### src/mch_defs.svh
// Constants for the module-to-carrier power handshake block.
`ifndef MCH_DEFS_SVH
`define MCH_DEFS_SVH

// Register byte offsets.
`define MCH_OFF_CTRL      12'h000
`define MCH_OFF_STATUS    12'h004
`define MCH_OFF_DUTY      12'h008
`define MCH_OFF_DEBOUNCE  12'h00C
`define MCH_OFF_SETTLE    12'h010
`define MCH_OFF_EVENTS    12'h014

// Control register fields.
`define MCH_CTRL_LID_SLEEP   0
`define MCH_CTRL_STBY_REQ    1
`define MCH_CTRL_PANEL       2
`define MCH_CTRL_BKLT        3
`define MCH_CTRL_RESET       8'h01

// Event register fields.
`define MCH_EV_WAKE   0
`define MCH_EV_LID    1
`define MCH_EV_SLEEP  2

// Filtered input vector positions.
`define MCH_IN_FAULT   0
`define MCH_IN_READY   1
`define MCH_IN_CRST    2
`define MCH_IN_STRAP   3
`define MCH_IN_LID     4
`define MCH_IN_DOZE    5
`define MCH_IN_BATT    6
`define MCH_IN_CHRG    7
`define MCH_IN_WAKE    8
`define MCH_IN_COUNT   9

// Debounced inputs form the upper group, others pass after the synchroniser.
`define MCH_DEB_FIRST  4

`define MCH_DUTY_RESET  8'h80
`define MCH_RESP_OKAY   2'b00
`define MCH_RESP_SLVERR 2'b10

// Timing in microseconds, the clock rate in MHz and the PWM divider in clock cycles.
`define MCH_CLK_MHZ      200
`define MCH_DEBOUNCE_US  10000
`define MCH_SETTLE_US    1000
`define MCH_PWM_DIV      16'h0030

`endif

### src/mch_pkg.sv
// Types shared by the power handshake block.
package mch_pkg;

    typedef enum logic [2:0] {
        MCH_ST_OFF    = 3'b000,
        MCH_ST_SETTLE = 3'b001,
        MCH_ST_WAIT   = 3'b010,
        MCH_ST_RUN    = 3'b011,
        MCH_ST_STBY   = 3'b100
    } mch_state_t;

    typedef struct packed {
        logic        s1;
        logic        s2;
        logic        lvl;
        logic [31:0] cnt;
    } mch_filt_t;

    typedef struct packed {
        logic [15:0] div;
        logic [7:0]  ph;
        logic        out;
    } mch_pwm_t;

    typedef struct packed {
        mch_state_t  st;
        logic [31:0] cnt;
        logic        dpe;
        logic        rst_out_n;
        logic        boot;
        logic        sd_boot;
        logic        sup_en;
        logic        stby_n;
        logic        pnl;
        logic        bklt;
        logic [7:0]  ctrl;
        logic [7:0]  duty;
        logic [31:0] deb;
        logic [31:0] settle;
        logic [2:0]  ev;
        logic        lid_d;
        logic        doze_d;
        logic        awready;
        logic        wready;
        logic        aw_have;
        logic        w_have;
        logic [11:0] aw_addr;
        logic [31:0] wdata;
        logic [3:0]  wstrb;
        logic        bvalid;
        logic [1:0]  bresp;
        logic        arready;
        logic        rvalid;
        logic [1:0]  rresp;
        logic [31:0] rdata;
    } mch_top_t;

endpackage

### src/mch_filter.sv
// Two-stage synchroniser with a stability filter for one carrier input.
`timescale 1ns/1ps
`default_nettype none
module mch_filter
    import mch_pkg::*;
#(
    parameter logic INIT = 1'b1
)
(
    // Clock and reset.
    input  wire logic        aclk,
    input  wire logic        aresetn,
    // Raw level and required stable cycles.
    input  wire logic        din,
    input  wire logic [31:0] limit,
    // Accepted level.
    output logic             dout
);

    mch_filt_t q;
    mch_filt_t d;

    // The first stage feeds only the second; filtering looks at the second.
    always_comb
    begin
        d = q;
        d.s1 = din;
        d.s2 = q.s1;
        if (q.s2 == q.lvl)
        begin
            d.cnt = 32'h0000_0000;
        end
        else if (q.cnt >= limit)
        begin
            d.lvl = q.s2;
            d.cnt = 32'h0000_0000;
        end
        else
        begin
            d.cnt = q.cnt + 32'h0000_0001;
        end
    end

    // State register.
    always_ff @(posedge aclk)
    begin
        if (!aresetn)
        begin
            q <= '{s1: INIT, s2: INIT, lvl: INIT, cnt: 32'h0000_0000};
        end
        else
        begin
            q <= d;
        end
    end

    assign dout = q.lvl;

endmodule
`default_nettype wire

### src/mch_pwm.sv
// Backlight brightness pulse generator with a free-running prescaler and an output enable.
`timescale 1ns/1ps
`default_nettype none
`include "mch_defs.svh"
module mch_pwm
    import mch_pkg::*;
#(
    parameter logic [15:0] DIV = `MCH_PWM_DIV
)
(
    // Clock and reset.
    input  wire logic       aclk,
    input  wire logic       aresetn,
    // Enable and duty, duty/256 high time.
    input  wire logic       en,
    input  wire logic [7:0] duty,
    // Pulse output.
    output logic            pulse
);

    mch_pwm_t q;
    mch_pwm_t d;

    // The divider gives a one-cycle tick; the phase counter steps on it.
    always_comb
    begin
        d = q;
        if (q.div >= DIV)
        begin
            d.div = 16'h0000;
            d.ph  = q.ph + 8'h01;
        end
        else
        begin
            d.div = q.div + 16'h0001;
        end
        d.out = en && (q.ph < duty);
    end

    // State register.
    always_ff @(posedge aclk)
    begin
        if (!aresetn)
        begin
            q <= '{div: 16'h0000, ph: 8'h00, out: 1'b0};
        end
        else
        begin
            q <= d;
        end
    end

    assign pulse = q.out;

endmodule
`default_nettype wire

### src/mch_top.sv
// Module-side power handshake sequencer with an AXI4-Lite register slave.
`timescale 1ns/1ps
`default_nettype none
`include "mch_defs.svh"
module mch_top
    import mch_pkg::*;
#(
    parameter logic [31:0] DEBOUNCE_CYCLES = `MCH_DEBOUNCE_US * `MCH_CLK_MHZ,
    parameter logic [31:0] SETTLE_CYCLES   = `MCH_SETTLE_US * `MCH_CLK_MHZ
)
(
    // Clock and reset.
    input  wire logic        aclk,
    input  wire logic        aresetn,
    // AXI4-Lite write address and data.
    input  wire logic        s_axi_awvalid,
    output logic             s_axi_awready,
    input  wire logic [11:0] s_axi_awaddr,
    input  wire logic        s_axi_wvalid,
    output logic             s_axi_wready,
    input  wire logic [31:0] s_axi_wdata,
    input  wire logic [3:0]  s_axi_wstrb,
    // AXI4-Lite write response.
    output logic             s_axi_bvalid,
    input  wire logic        s_axi_bready,
    output logic [1:0]       s_axi_bresp,
    // AXI4-Lite read.
    input  wire logic        s_axi_arvalid,
    output logic             s_axi_arready,
    input  wire logic [11:0] s_axi_araddr,
    output logic             s_axi_rvalid,
    input  wire logic        s_axi_rready,
    output logic [31:0]      s_axi_rdata,
    output logic [1:0]       s_axi_rresp,
    // Supply and carrier handshake inputs.
    input  wire logic        input_supply_fault_n,
    input  wire logic        module_power_ready,
    input  wire logic        carrier_reset_n,
    input  wire logic        sd_boot_strap_n,
    // Carrier status inputs, active low.
    input  wire logic        lid_closed_n,
    input  wire logic        doze_request_n,
    input  wire logic        battery_depleted_n,
    input  wire logic        charger_input_present_n,
    input  wire logic        sideband_wake_n,
    // Power sequencing outputs.
    output logic             module_supplies_enable,
    output logic             downstream_power_enable,
    output logic             carrier_reset_out_n,
    output logic             boot_release,
    output logic             boot_from_sd,
    output logic             standby_indicator_n,
    // Panel controls.
    output logic             panel0_supply_on,
    output logic             panel0_backlight_on,
    output logic             panel0_brightness_pulse
);

    mch_top_t q;
    mch_top_t d;
    logic [`MCH_IN_COUNT-1:0] raw;
    logic [`MCH_IN_COUNT-1:0] flt;
    logic                     sleep_cause;
    logic                     wr_hit;
    logic                     rd_hit;
    logic [31:0]              rd_val;
    logic [31:0]              status;

    assign raw = {sideband_wake_n, charger_input_present_n, battery_depleted_n,
                  doze_request_n, lid_closed_n, sd_boot_strap_n, carrier_reset_n,
                  module_power_ready, input_supply_fault_n};

    // Handshake inputs only need the synchroniser; status inputs are also debounced.
    // Fault and ready start low so no supply is enabled before the pins are seen.
    // active-low status levels debounced
    genvar gi;
    generate
        for (gi = 0; gi < `MCH_IN_COUNT; gi = gi + 1)
        begin : g_in
            mch_filter #(
                .INIT ((gi == `MCH_IN_READY || gi == `MCH_IN_FAULT) ? 1'b0 : 1'b1)
            ) u_filt (
                .aclk    (aclk),
                .aresetn (aresetn),
                .din     (raw[gi]),
                .limit   ((gi >= `MCH_DEB_FIRST) ? q.deb : 32'h0000_0000),
                .dout    (flt[gi])
            );
        end
    endgenerate

    // Byte-lane merge for register writes.
    function automatic logic [31:0] merge(input logic [31:0] old,
                                          input logic [31:0] nw,
                                          input logic [3:0]  strb);
        logic [31:0] r;
        r = old;
        for (int i = 0; i < 4; i++)
        begin
            if (strb[i])
            begin
                r[i*8 +: 8] = nw[i*8 +: 8];
            end
        end
        return r;
    endfunction

    // Reasons to enter standby.
    always_comb
    begin
        sleep_cause = !flt[`MCH_IN_DOZE]
                    || (!flt[`MCH_IN_LID] && q.ctrl[`MCH_CTRL_LID_SLEEP])
                    || q.ctrl[`MCH_CTRL_STBY_REQ];
    end

    // Status word: state, handshake levels and debounced carrier status.
    always_comb
    begin
        status        = 32'h0000_0000;
        status[2:0]   = q.st;
        status[3]     = q.sd_boot;
        status[4]     = !flt[`MCH_IN_FAULT];
        status[5]     = flt[`MCH_IN_READY];
        status[6]     = !flt[`MCH_IN_CRST];
        status[7]     = !flt[`MCH_IN_LID];
        status[8]     = !flt[`MCH_IN_DOZE];
        status[9]     = !flt[`MCH_IN_BATT];
        status[10]    = !flt[`MCH_IN_CHRG];
        status[11]    = !flt[`MCH_IN_WAKE];
    end

    // Read decode; unmapped offsets answer with an error and zero data.
    always_comb
    begin
        rd_hit = 1'b1;
        case (s_axi_araddr)
            `MCH_OFF_CTRL:     rd_val = {24'h00_0000, q.ctrl};
            `MCH_OFF_STATUS:   rd_val = status;
            `MCH_OFF_DUTY:     rd_val = {24'h00_0000, q.duty};
            `MCH_OFF_DEBOUNCE: rd_val = q.deb;
            `MCH_OFF_SETTLE:   rd_val = q.settle;
            `MCH_OFF_EVENTS:   rd_val = {29'h0000_0000, q.ev};
            default:
            begin
                rd_val = 32'h0000_0000;
                rd_hit = 1'b0;
            end
        endcase
    end

    // Next-state logic for sequencer, register file and bus channels.
    always_comb
    begin
        d = q;
        wr_hit = 1'b0;

        // Write channels are taken in either order and held until both are in.
        if (s_axi_awvalid && q.awready)
        begin
            d.aw_have = 1'b1;
            d.aw_addr = s_axi_awaddr;
        end
        if (s_axi_wvalid && q.wready)
        begin
            d.w_have = 1'b1;
            d.wdata  = s_axi_wdata;
            d.wstrb  = s_axi_wstrb;
        end
        if (q.bvalid && s_axi_bready)
        begin
            d.bvalid = 1'b0;
        end

        // Edge detection on the lid and doze inputs; software clears events by writing ones.
        d.lid_d  = flt[`MCH_IN_LID];
        d.doze_d = flt[`MCH_IN_DOZE];
        if (q.aw_have && q.w_have && !q.bvalid && q.aw_addr == `MCH_OFF_EVENTS)
        begin
            d.ev = q.ev & ~q.wdata[2:0];
        end

        // Commit a write once both halves are held.
        if (q.aw_have && q.w_have && !q.bvalid)
        begin
            wr_hit = 1'b1;
            case (q.aw_addr)
                `MCH_OFF_CTRL:     d.ctrl   = 8'(merge({24'h00_0000, q.ctrl}, q.wdata, q.wstrb));
                `MCH_OFF_DUTY:     d.duty   = 8'(merge({24'h00_0000, q.duty}, q.wdata, q.wstrb));
                `MCH_OFF_DEBOUNCE: d.deb    = merge(q.deb, q.wdata, q.wstrb);
                `MCH_OFF_SETTLE:   d.settle = merge(q.settle, q.wdata, q.wstrb);
                `MCH_OFF_EVENTS:   wr_hit = 1'b1;
                `MCH_OFF_STATUS:   wr_hit = 1'b1;
                default:           wr_hit = 1'b0;
            endcase
            d.bresp   = wr_hit ? `MCH_RESP_OKAY : `MCH_RESP_SLVERR;
            d.bvalid  = 1'b1;
            d.aw_have = 1'b0;
            d.w_have  = 1'b0;
        end
        d.awready = !d.aw_have && !d.bvalid;
        d.wready  = !d.w_have && !d.bvalid;

        // Set wins over a clear in the same cycle.
        // wake assertion is an event
        if (!flt[`MCH_IN_WAKE])
        begin
            d.ev[`MCH_EV_WAKE] = 1'b1;
        end
        if (q.lid_d && !flt[`MCH_IN_LID])
        begin
            d.ev[`MCH_EV_LID] = 1'b1;
        end
        if (q.doze_d && !flt[`MCH_IN_DOZE])
        begin
            d.ev[`MCH_EV_SLEEP] = 1'b1;
        end

        // Read channel: one outstanding read, data one cycle after the address.
        if (q.rvalid && s_axi_rready)
        begin
            d.rvalid = 1'b0;
        end
        if (s_axi_arvalid && q.arready)
        begin
            d.rvalid = 1'b1;
            d.rdata  = rd_val;
            d.rresp  = rd_hit ? `MCH_RESP_OKAY : `MCH_RESP_SLVERR;
        end
        d.arready = !d.rvalid;

        // Power sequencer.
        case (q.st)
            MCH_ST_OFF:
            begin
                if (flt[`MCH_IN_FAULT] && flt[`MCH_IN_READY])
                begin
                    d.st  = MCH_ST_SETTLE;
                    d.cnt = 32'h0000_0000;
                end
            end
            MCH_ST_SETTLE:
            begin
                if (q.cnt >= q.settle)
                begin
                    d.st = MCH_ST_WAIT;
                end
                else
                begin
                    d.cnt = q.cnt + 32'h0000_0001;
                end
            end
            MCH_ST_WAIT:
            begin
                if (flt[`MCH_IN_CRST])
                begin
                    d.st = MCH_ST_RUN;
                    d.sd_boot = !flt[`MCH_IN_STRAP];
                end
            end
            MCH_ST_RUN:
            begin
                if (!flt[`MCH_IN_CRST])
                begin
                    d.st = MCH_ST_WAIT;
                end
                else if (sleep_cause)
                begin
                    d.st = MCH_ST_STBY;
                end
            end
            MCH_ST_STBY:
            begin
                // Wake or loss of every sleep cause returns to running.
                if (!flt[`MCH_IN_CRST])
                begin
                    d.st = MCH_ST_WAIT;
                end
                else if (!flt[`MCH_IN_WAKE] || !sleep_cause)
                begin
                    d.st = MCH_ST_RUN;
                end
            end
            default:
            begin
                d.st = MCH_ST_OFF;
            end
        endcase

        if (!flt[`MCH_IN_FAULT] || !flt[`MCH_IN_READY])
        begin
            d.st = MCH_ST_OFF;
        end

        // Outputs except sup_en follow the next state so they are registered with it.
        // supplies off while fault held
        d.sup_en    = flt[`MCH_IN_FAULT];
        d.dpe       = (d.st != MCH_ST_OFF);
        d.rst_out_n = (d.st != MCH_ST_OFF) && (d.st != MCH_ST_SETTLE);
        d.boot      = (d.st == MCH_ST_RUN) || (d.st == MCH_ST_STBY);
        d.stby_n    = (d.st != MCH_ST_STBY);
        d.pnl       = (d.st == MCH_ST_RUN) && q.ctrl[`MCH_CTRL_PANEL];
        d.bklt      = (d.st == MCH_ST_RUN) && q.ctrl[`MCH_CTRL_PANEL] && q.ctrl[`MCH_CTRL_BKLT];
    end

    // Single state register; reset puts the sequencer in off and loads the register defaults.
    always_ff @(posedge aclk)
    begin
        if (!aresetn)
        begin
            q <= '0;
            q.st        <= MCH_ST_OFF;
            q.stby_n    <= 1'b1;
            q.ctrl      <= `MCH_CTRL_RESET;
            q.duty      <= `MCH_DUTY_RESET;
            q.deb       <= DEBOUNCE_CYCLES;
            q.settle    <= SETTLE_CYCLES;
            q.lid_d     <= 1'b1;
            q.doze_d    <= 1'b1;
            q.awready   <= 1'b1;
            q.wready    <= 1'b1;
            q.arready   <= 1'b1;
        end
        else
        begin
            q <= d;
        end
    end

    // Brightness pulse is gated by the backlight; the divider and phase counter run freely.
    mch_pwm u_pwm (
        .aclk    (aclk),
        .aresetn (aresetn),
        .en      (q.bklt),
        .duty    (q.duty),
        .pulse   (panel0_brightness_pulse)
    );

    assign s_axi_awready           = q.awready;
    assign s_axi_wready            = q.wready;
    assign s_axi_bvalid            = q.bvalid;
    assign s_axi_bresp             = q.bresp;
    assign s_axi_arready           = q.arready;
    assign s_axi_rvalid            = q.rvalid;
    assign s_axi_rdata             = q.rdata;
    assign s_axi_rresp             = q.rresp;
    assign module_supplies_enable  = q.sup_en;
    assign downstream_power_enable = q.dpe;
    assign carrier_reset_out_n     = q.rst_out_n;
    assign boot_release            = q.boot;
    assign boot_from_sd            = q.sd_boot;
    assign standby_indicator_n     = q.stby_n;
    assign panel0_supply_on        = q.pnl;
    assign panel0_backlight_on     = q.bklt;

endmodule
`default_nettype wire

### config.mk
export PLATFORM = sky130hd
export DESIGN_NAME = mch_top
export DESIGN_NICKNAME = d
export VERILOG_FILES = /design/src/mch_pkg.sv /design/src/mch_filter.sv /design/src/mch_pwm.sv /design/src/mch_top.sv
export VERILOG_INCLUDE_DIRS = /design/src
export SDC_FILE = /design/constraint.sdc
export NUM_CORES = 1
export LEC_CHECK = 0
export BUFFER_PORTS_ARGS = -buffer_cell sky130_fd_sc_hd__clkbuf_2
export CAP_MARGIN = 20
export CORE_MARGIN = 2
export CORE_UTILIZATION = 60
export DETAILED_ROUTE_END_ITERATION = 10
export GPL_TIMING_DRIVEN = 0
export PLACE_DENSITY = 0.78
export SYNTH_ARGS = -nofsm -noshare
export SYNTH_HDL_FRONTEND = slang
export SYNTH_HIERARCHICAL = 1
export SYNTH_SLANG_ARGS = --single-unit
### constraint.sdc
create_clock -name aclk -period 6.43 [get_ports aclk]
set_input_delay 0.3215 -clock aclk [delete_from_list [all_inputs] [get_ports aclk]]
set_output_delay 0.3215 -clock aclk [all_outputs]
set_load 0.02 [all_outputs]
[Yosys cells after proc, flatten, opt, wreduce, memory -nomap -nowiden]
Cells that the tools add are included.
Storage, ports and cells
  input port bits: 76
  bits in registers: 559
Cells by class
  bitwise operators: 12
  magnitude comparators: 12
  add/sub/neg operators: 12
  equality and inequality tests: 30
  mux-type cells: 28
  reduce and logical (&&, ||, !) cells: 78
Operators with widths (count)
  $add 32x1->32 const B: 10
  $ge 32x32->1: 6
  $pmux 32 s6: 1
  $ge 32x1->1 const B: 4
  $mux 35: 2
  $pmux 32 s2: 1
  $eq 12x4->1 const B: 4
  $eq 12x5->1 const B: 4
  $reduce_and 3->1: 11
  $mux 32: 1
  $mux 3: 9
  $reduce_or 3->1: 9
  $eq 12x3->1 const B: 2
  $logic_not 12->1: 2
  $reduce_and 2->1: 10
  $logic_and 1x1->1: 18
  $add 16x1->16 const B: 1
  $ge 16x6->1 const B: 1
  $logic_not 1->1: 15
  $pmux 3 s5: 1
  $reduce_or 6->1: 2
  $mux 1: 10
  $not 1->1: 10
  $eq 1x1->1: 9
  16 further kinds: 29

[Depth between registers and ports, before layout]
Gate-level depths: netlist of run 1.
  word-level depth: 13
  gate-level depth with buffers: 11

[Modules after synthesis]
Netlist of run 1, hierarchy kept.
By module, submodules not included
  mch_filter at g_in[2].u_filt ...: area each 2361.0 um2, instances 7, cells an instance 274
  mch_top: area each 10099.7 um2, instances 1, cells an instance 1161
  mch_filter at g_in[0].u_filt ...: area each 2394.8 um2, instances 2, cells an instance 284
  mch_pwm: area each 1053.5 um2, instances 1, cells an instance 105

[Worst setup path before layout of run 1]
Ideal clock, no wire load.
  path kind: register to register
  from: register, netlist name q[184]
  to: register, netlist name q[192]
  data arrival time: 2.446 ns
  setup slack: 3.914 ns
  cell stages (with the launch flop): 11
  setup time: 0.070 ns
  cell sequence: dfxtp_1 > inv_1 > ha_1 > nand2b_4 > a2111o_1 > a31oi_1 > o2bb2ai_2 > o21a_1 > buf_6 > or4_1 > a21oi_1

==> results of run 1 <==
[kinds of logic (layout without fill, tap and decap cells)]
group	after synthesis	after routing
other	2	143
adders and majority gates	340	340
and+or+nand+nor	1424	1424
AOI/OAI and AO/OA	484	484
buffers and inverters	566	859
muxes	92	92
DFF	557	557
xor gates and xnor gates	287	287
[metal layers]
metal / routed length (um) / vias to the layer above / track usage [%] / part of all wire (%)
met3: 5736 / 192 / 3.952 / 7.2
met5: 22 / - / 0 / 0.027
met4: 2963 / 4 / 11.60 / 3.7
met2: 35240 / 732 / 45.16 / 44
met1: 36150 / 12490 / 39.12 / 45
li1: - / 13300 / - / -
[how the worst max path moves through the flow]
stage	startpoint	endpoint	cells past startpoint
floorplan	q[184]	q[192]	10
global placement	aresetn	s_axi_bresp[1]	5
detailed placement	q[125]	q[213]	11
CTS	q[125]	q[213]	11
global route	q[125]	q[213]	11
finish	q[127]	q[213]	11
[flip-flops by register name (all words and copies together) (netlist names), 9 cells and up]
register	count
s_axi_rdata	32
u_pwm/q	24
g_in.u_filt/dout	9
g_in.u_filt/q	297
g_in.u_filt/d	9
q	170
[critical path: stages (launching register included)]
cell	delay, ns
sky130_fd_sc_hd__dfxtp_1	0.37
sky130_fd_sc_hd__inv_1	0.09
sky130_fd_sc_hd__ha_1	0.30
sky130_fd_sc_hd__nand4_1	0.14
sky130_fd_sc_hd__nor4_1	0.52
sky130_fd_sc_hd__nand2_1	0.13
sky130_fd_sc_hd__o2bb2ai_2	0.38
sky130_fd_sc_hd__o21a_1	0.21
sky130_fd_sc_hd__buf_6	0.13
sky130_fd_sc_hd__clkbuf_1	0.34
sky130_fd_sc_hd__o21ai_0	0.20
sky130_fd_sc_hd__a21oi_1	0.16
[where the power goes]
part,switching [mW],internal [mW],leakage [nW]
Combinational,0.198,0.143,9.30
Sequential,0.0375,3.49,4.51
Clock,1.51,2.36,1.09
Total,1.74,5.99,14.9
[Yosys cell counts, drive strengths merged (30+ instances only)]
library cell    n
nor3           45
and3           48
o21ai          97
nor2b          90
mux2i          92
nor2          419
dfxtp         557
a21oi         152
clkbuf         51
xnor2         130
xor2          157
nand2b         30
inv           408
and2           55
nand2         328
nand3         168
ha            340
and4           57
nand4         103
buf           107
a21boi         52
[area by class of cell]
cell class / instances / area (sq um)
repair buffers: 181 / 1204
plain buffers: 158 / 1030
multi-input cells: 2767 / 19280
flip-flops and latches: 557 / 11150
diodes: 3 / 7.507
well taps: 696 / 870.8
inverters: 408 / 1531
clock inverters: 33 / 559.3
clock buffers: 79 / 1673
fillers: 4200 / 16410
[stage by stage]
stage	setup WS, ns	cell area (sq um)	util, %	hold WS, ns	instances
after global placement	3.212	34470	64.18	0.3903	4708
after detailed placement	3.362	34470	64.18	0.3975	4708
after floorplan	3.914	32990	-	0.3863	3890
after global routing	3.031	37300	69.45	0.07021	4881
final	3.363	37300	69.45	0.04073	4882
after CTS	3.347	37290	69.44	0.01721	4879
[what timing repair did]
action                                 4_1_cts  5_1_grt
endpoints found under the hold margin       59        0
setup buffers                                0        0
hold buffers                                59        0
==> results.toml, run 1 <==
[run_status]
result_of_the_run = "completed"

[critical_path]
cp_data_arrival_time_ns = 3.66
maximum_fanout_encountered_on_the_critical_timing_path = 10
start_kind = "register"
regToRegStartpoint = "q[127]"
worst_ep_required_time_ns = 7.02
reg_to_reg_critical_path_endpoint = "q[213]"
crit_path_end_kind = "register"
worst-setup-path-type = "register to register"
regToRegSetupSlack_ns = 3.36
depth_of_the_worst_register_to_register_path = 11

[timing]
timing.clock.skew_ns = 0.05516
transition_time_of_the_tightest_slew_check_pin_ns = 1.157
timing.final.max_slew_violations = 0
finalHoldViolations = 0
layout_worst_path_cycle_share_pct = 47.70
timing.fmax_mhz = 326.0
grt_setup_unrepaired = "false"
setup-violations-final = 0
max_slew_margin_pct = 22.90
layout_min_cycle_time_ns = 3.067
final.setup.tns_ns = 0

[pwr]
leakage_nw = 14.89
power_density_mw_per_mm2 = 207.5
total_power_mw = 7.739
power.ir.vdd_worst_mv = 0.2361

[clocking]
worstSkewPairLatency_ns = 0.66
tritoncts = "yes"
cts_sinks = 557
htree_levels = 2
deepest_clock_path_buffer_count = 3
cts.reportedPaths.clkPinSlew_ns = 0.06
root_buffer = "sky130_fd_sc_hd__clkbuf_16"
cts_inserted_buffers = 60
post_cts_resize_count = 0

[global_route]
grt_first_pass_wirelength_mm = 129.6
grt_use_total_pct = 28.48
grt.overflow.total = 0
grt_start_max_net_pins = 56
grt_antenna_before_repair = 5
via_count_of_the_first_global_routing_pass = 25480

[floorplan]
row_count = 85
vertical_die_dimension_um = 236.6
number_of_top_level_pins = 126
core_region_area_sq_mm = 0.05371
die_w_um = 236.6
floorplan.initialDensity_pct = 60.46
fp.dieArea_sq_mm = 0.05599

[min_path]
holdCritStartpoint = "s_axi_wdata[11]"
min_delay_path_class = "input pin to register"
hold_path_end = "q[54]"
hold_depth = 3

[route]
average_detailed_routed_wire_length_per_instance_um = 16.41
finalWirelength_mm = 80.11
antenna_violating_nets_post_route = 0
post_drt_via_cell_ratio = 5.471
detail_route.iter0.violations = 1797
detail_route.drc_violations = 0
detailedRoute.firstPassIterationCount = 7
via_count = 26710

[yosys]
synthDistinctLibCells = 79
synth_top_family_by_area = "simple AND/OR/NAND/NOR gates"
syn_inst = 3752
adder_cell_share_of_the_synthesized_area_pct = 13.10
synthesis.area_sq_mm = 0.03247
synth_enable_flop_cells = 0
synth.yosys.seq_area_share_pct = 34.34
compound_gate_portion_of_the_synthesized_area_pct = 10.12
syn-mean-instance-area_sq_um = 8.654
synth.top_cells.by_area = "sky130_fd_sc_hd__dfxtp_1, sky130_fd_sc_hd__ha_1, sky130_fd_sc_hd__inv_1"
post-synth-top-area-cell = "sky130_fd_sc_hd__dfxtp_1"
yosys.area_share.xor_xnor_pct = 7.742
synth-async-reset-ratio_pct = 0
synth_simple_gate_area_share_pct = 23.95
yosys_warnings = 6
yosys_register_bits = 557
postSynth.topFlopCell = "sky130_fd_sc_hd__dfxtp_1"
synthMuxAreaShare_pct = 2.836
synth_largest_type_area_fraction_pct = 34.34

[place]
finalWeightedCongestion = 0.9095
dp_hpwl_mm = 57.21
numPortBuffers = 122

[final_layout]
final_cell_mix = "sky130_fd_sc_hd__dfxtp_1, sky130_fd_sc_hd__inv_1, sky130_fd_sc_hd__ha_1"
drive_gt1_share_pct = 12.48
design.final.nets = 4549
final_common_cell = "sky130_fd_sc_hd__dfxtp_1"
syn2layout_area_growth_pct = 14.88

[run]
cap_viol_max_count = 0
(Power assumes the default switching activity.)
==> inputs of run 2 (changes only) <==
--- a/config.mk
+++ b/config.mk
@@ -6,10 +6,11 @@
 export SDC_FILE = /design/constraint.sdc
 export NUM_CORES = 1
 export LEC_CHECK = 0
+export ABC_AREA = 1
 export BUFFER_PORTS_ARGS = -buffer_cell sky130_fd_sc_hd__clkbuf_2
 export CAP_MARGIN = 20
 export CORE_MARGIN = 2
-export CORE_UTILIZATION = 60
+export CORE_UTILIZATION = 58
 export DETAILED_ROUTE_END_ITERATION = 10
 export GPL_TIMING_DRIVEN = 0
 export PLACE_DENSITY = 0.78
==> constraint.sdc (replaced) <==
create_clock -name aclk -period 2.8 [get_ports aclk]
set_input_delay 0.14 -clock aclk [delete_from_list [all_inputs] [get_ports aclk]]
set_output_delay 0.14 -clock aclk [all_outputs]
set_load 0.02 [all_outputs]
==> run 2 against run 1 <==
Total power up 130%. Area after synthesis rose by 8.3%. Register-to-register slack lost 3.2 ns. Clock power up 120%. Die area up 12%. Hold slack worse by 0.012 ns. Critical endpoint is now q[76]. Largest power group unchanged.
==> results.toml, run 2 <==
[critical_path]
depth_of_the_worst_register_to_register_path = 10
cp_data_arrival_time_ns = 3.24
crit_slowest_cell = "sky130_fd_sc_hd__dlygate4sd3_1"
regToRegStartpoint = "q[157]"
crit_chain = "buf_2 -> buf_16 -> clkbuf_1 -> clkbuf_1 -> clkbuf_1 -> o21ai_0 -> dlygate4sd3_1 -> nor2_1"
worst-setup-path-type = "input pin to register"
reg_to_reg_critical_path_endpoint = "g_in[6].u_filt/q[4]"
top_cell_by_count_worst_path = "sky130_fd_sc_hd__clkbuf_1"
critPathTopFamily = "buffers and inverters"
worst_ep_required_time_ns = 3.39
regToRegSetupSlack_ns = 0.17
critical-path-max-stage-delay_ns = 0.60
start_kind = "input pin"
crit_path_end_kind = "register"
maximum_fanout_encountered_on_the_critical_timing_path = 27
critical_path.n_buffers_inverters = 6

[min_path]
min_delay_path_class = "input pin to register"
holdCritStartpoint = "aresetn"
hold_path_end = "g_in[2].u_filt/d[33]"
hold_depth = 2

[timing]
fin_worst_hold_slack_ns = 0.02847
timing.clock.skew_ns = 0.05060
layout_worst_path_cycle_share_pct = 94.81
timing.final.max_slew_violations = 0
timing.fmax_mhz = 376.7
grt_setup_unrepaired = "false"
setup-violations-final = 0
max_slew_margin_pct = 40.07
finalHoldViolations = 0
layout_min_cycle_time_ns = 2.655
transition_time_of_the_tightest_slew_check_pin_ns = 0.8908
post-route-worst-setup-slack_ns = 0.1453

[yosys]
postSynth.topFlopCell = "sky130_fd_sc_hd__dfxtp_1"
synth_largest_type_area_fraction_pct = 31.71
synth.most_common_cell = "sky130_fd_sc_hd__nand2_1"
adder_cell_share_of_the_synthesized_area_pct = 12.10
synthMuxAreaShare_pct = 0
post-synth-top-area-cell = "sky130_fd_sc_hd__dfxtp_1"
synth_top_family_by_area = "simple AND/OR/NAND/NOR gates"
synth-async-reset-ratio_pct = 0
yosys_warnings = 6
synth_simple_gate_area_share_pct = 29.97
ys_top_cells_by_count = "sky130_fd_sc_hd__nand2_1, sky130_fd_sc_hd__inv_1, sky130_fd_sc_hd__nor2_1"
syn_inst = 4975
synth.top_cells.by_area = "sky130_fd_sc_hd__dfxtp_1, sky130_fd_sc_hd__ha_1, sky130_fd_sc_hd__nand2_1"
yosys_register_bits = 557
synth_enable_flop_cells = 0
synthDistinctLibCells = 54
synth.yosys.seq_area_share_pct = 31.71
yosys.area_share.xor_xnor_pct = 7.273
synthesis.area_sq_mm = 0.03516
compound_gate_portion_of_the_synthesized_area_pct = 8.383
syn-mean-instance-area_sq_um = 7.068

[pwr]
total_power_mw = 17.47
power.ir.vdd_worst_mv = 0.5136
power_density_mw_per_mm2 = 436.3
leakage_nw = 16.80

[route]
detailedRoute.firstPassIterationCount = 6
detail_route.iter0.violations = 2541
detail_route.drc_violations = 0
via_count = 32480
finalWirelength_mm = 96.34
average_detailed_routed_wire_length_per_instance_um = 15.56
post_drt_via_cell_ratio = 5.246
antenna_violating_nets_post_route = 0

[clocking]
tritoncts = "yes"
cts.reportedPaths.clkPinSlew_ns = 0.06
htree_levels = 2
deepest_clock_path_buffer_count = 3
root_buffer = "sky130_fd_sc_hd__clkbuf_16"
worstSkewPairLatency_ns = 0.66
post_cts_buffers = 0
cts_sinks = 557
cts_inserted_buffers = 57

[place]
dp_hpwl_mm = 72.47
finalWeightedCongestion = 0.9656
place_area_sq_mm = 0.03730
pre_cts_ws_ns = -0.1249
numPortBuffers = 123

[global_route]
via_count_of_the_first_global_routing_pass = 30730
grt_first_pass_wirelength_mm = 154.0
grt.overflow.total = 0
grt_use_total_pct = 30.45
grt_start_max_net_pins = 28
grt_antenna_before_repair = 2

[final_layout]
syn2layout_area_growth_pct = 13.87
postLayoutCellArea_sq_mm = 0.04004
drive_gt1_share_pct = 9.654
final_common_cell = "sky130_fd_sc_hd__nand2_1"
largest_register_ff_count = 297
design.final.nets = 5776
max_flop_register = "g_in.u_filt/q"
final_cell_mix = "sky130_fd_sc_hd__nand2_1, sky130_fd_sc_hd__inv_1, sky130_fd_sc_hd__nor2_1"

[floorplan]
vertical_die_dimension_um = 250.2
number_of_top_level_pins = 126
floorplan.initialDensity_pct = 58.48
core_region_area_sq_mm = 0.06013
die_w_um = 250.2
row_count = 90
fp.dieArea_sq_mm = 0.06261

[run]
cap_viol_max_count = 0

[run_status]
result_of_the_run = "completed"
run 2: cell count changes in the layout (fill, tap and decap cells not counted), sizes merged, moves of 90 or more:
cell	previous run	this run
a21oi	152	321
inv	409	801
mux2i	92	0
nand2	328	993
nor2	419	815
nor2b	90	0
o21ai	97	189
run 2: cell families after synthesis:
| family | after synthesis |
|---|---|
| compound gates | 558 |
| xor+xnor | 292 |
| fa+ha+maj | 340 |
| buf+inv | 923 |
| flops | 557 |
| other cells | 2 |
| simple gates | 2303 |
run 2: cell type report:
class,instances,area (sq um)
inverter,800,3003
fill,5305,20090
buffer,123,705.7
timing repair buffer,188,1284
multi-input combinational,3633,20820
antenna,2,5.005
sequential,557,11150
clock buffer,83,1694
clock inverter,23,394.1
tap,782,978.4
run 2: through the flow:
stage,TNS (ns),instances,utilization (%)
2_1_floorplan,0,5113,-
3_3_place_gp,-5.416,6018,61.99
3_5_place_dp,-1.583,6019,62.04
4_1_cts,0,6189,66.57
5_1_grt,0,6189,66.58
6_report,0,6191,66.59
run 2: worst max path at each step:
stage	depth (start not counted)	slack, ns	end	start
final	8	0.15	q[76]	aresetn
after global routing	8	0.02	q[76]	aresetn
after CTS	14	0.18	g_in[6].u_filt/q[5]	q[135]
after detailed placement	7	-0.12	q[152]	aresetn
after global placement	5	-0.19	q[143]	aresetn
after floorplan	15	0.99	panel0_backlight_on	q[188]
run 2: per-layer routing:
| layer | part of all wire, % | GRT usage [%] | wire (um) | vias to the layer above |
|---|---|---|---|---|
| met5 | 0.023 | 0 | 22 | - |
| met4 | 4.9 | 14.85 | 4754 | 4 |
| met3 | 6.4 | 4.302 | 6182 | 276 |
| met2 | 46 | 51.18 | 44040 | 1013 |
| met1 | 43 | 38.38 | 41350 | 14750 |
| li1 | - | - | - | 16430 |
run 2: repair_timing:
action / CTS / global route
hold buffers: 64 / 0
resized for setup: 0 / 4
hold endpoints to repair: 63 / 0
endpoints found under the setup margin: 0 / 34
run 2: where the power goes:
group / total (mW) / internal [mW] / switching, mW
logic: 0.904 / 0.308 / 0.596
registers: 8.11 / 8.04 / 0.0752
clock network: 8.46 / 5.04 / 3.42
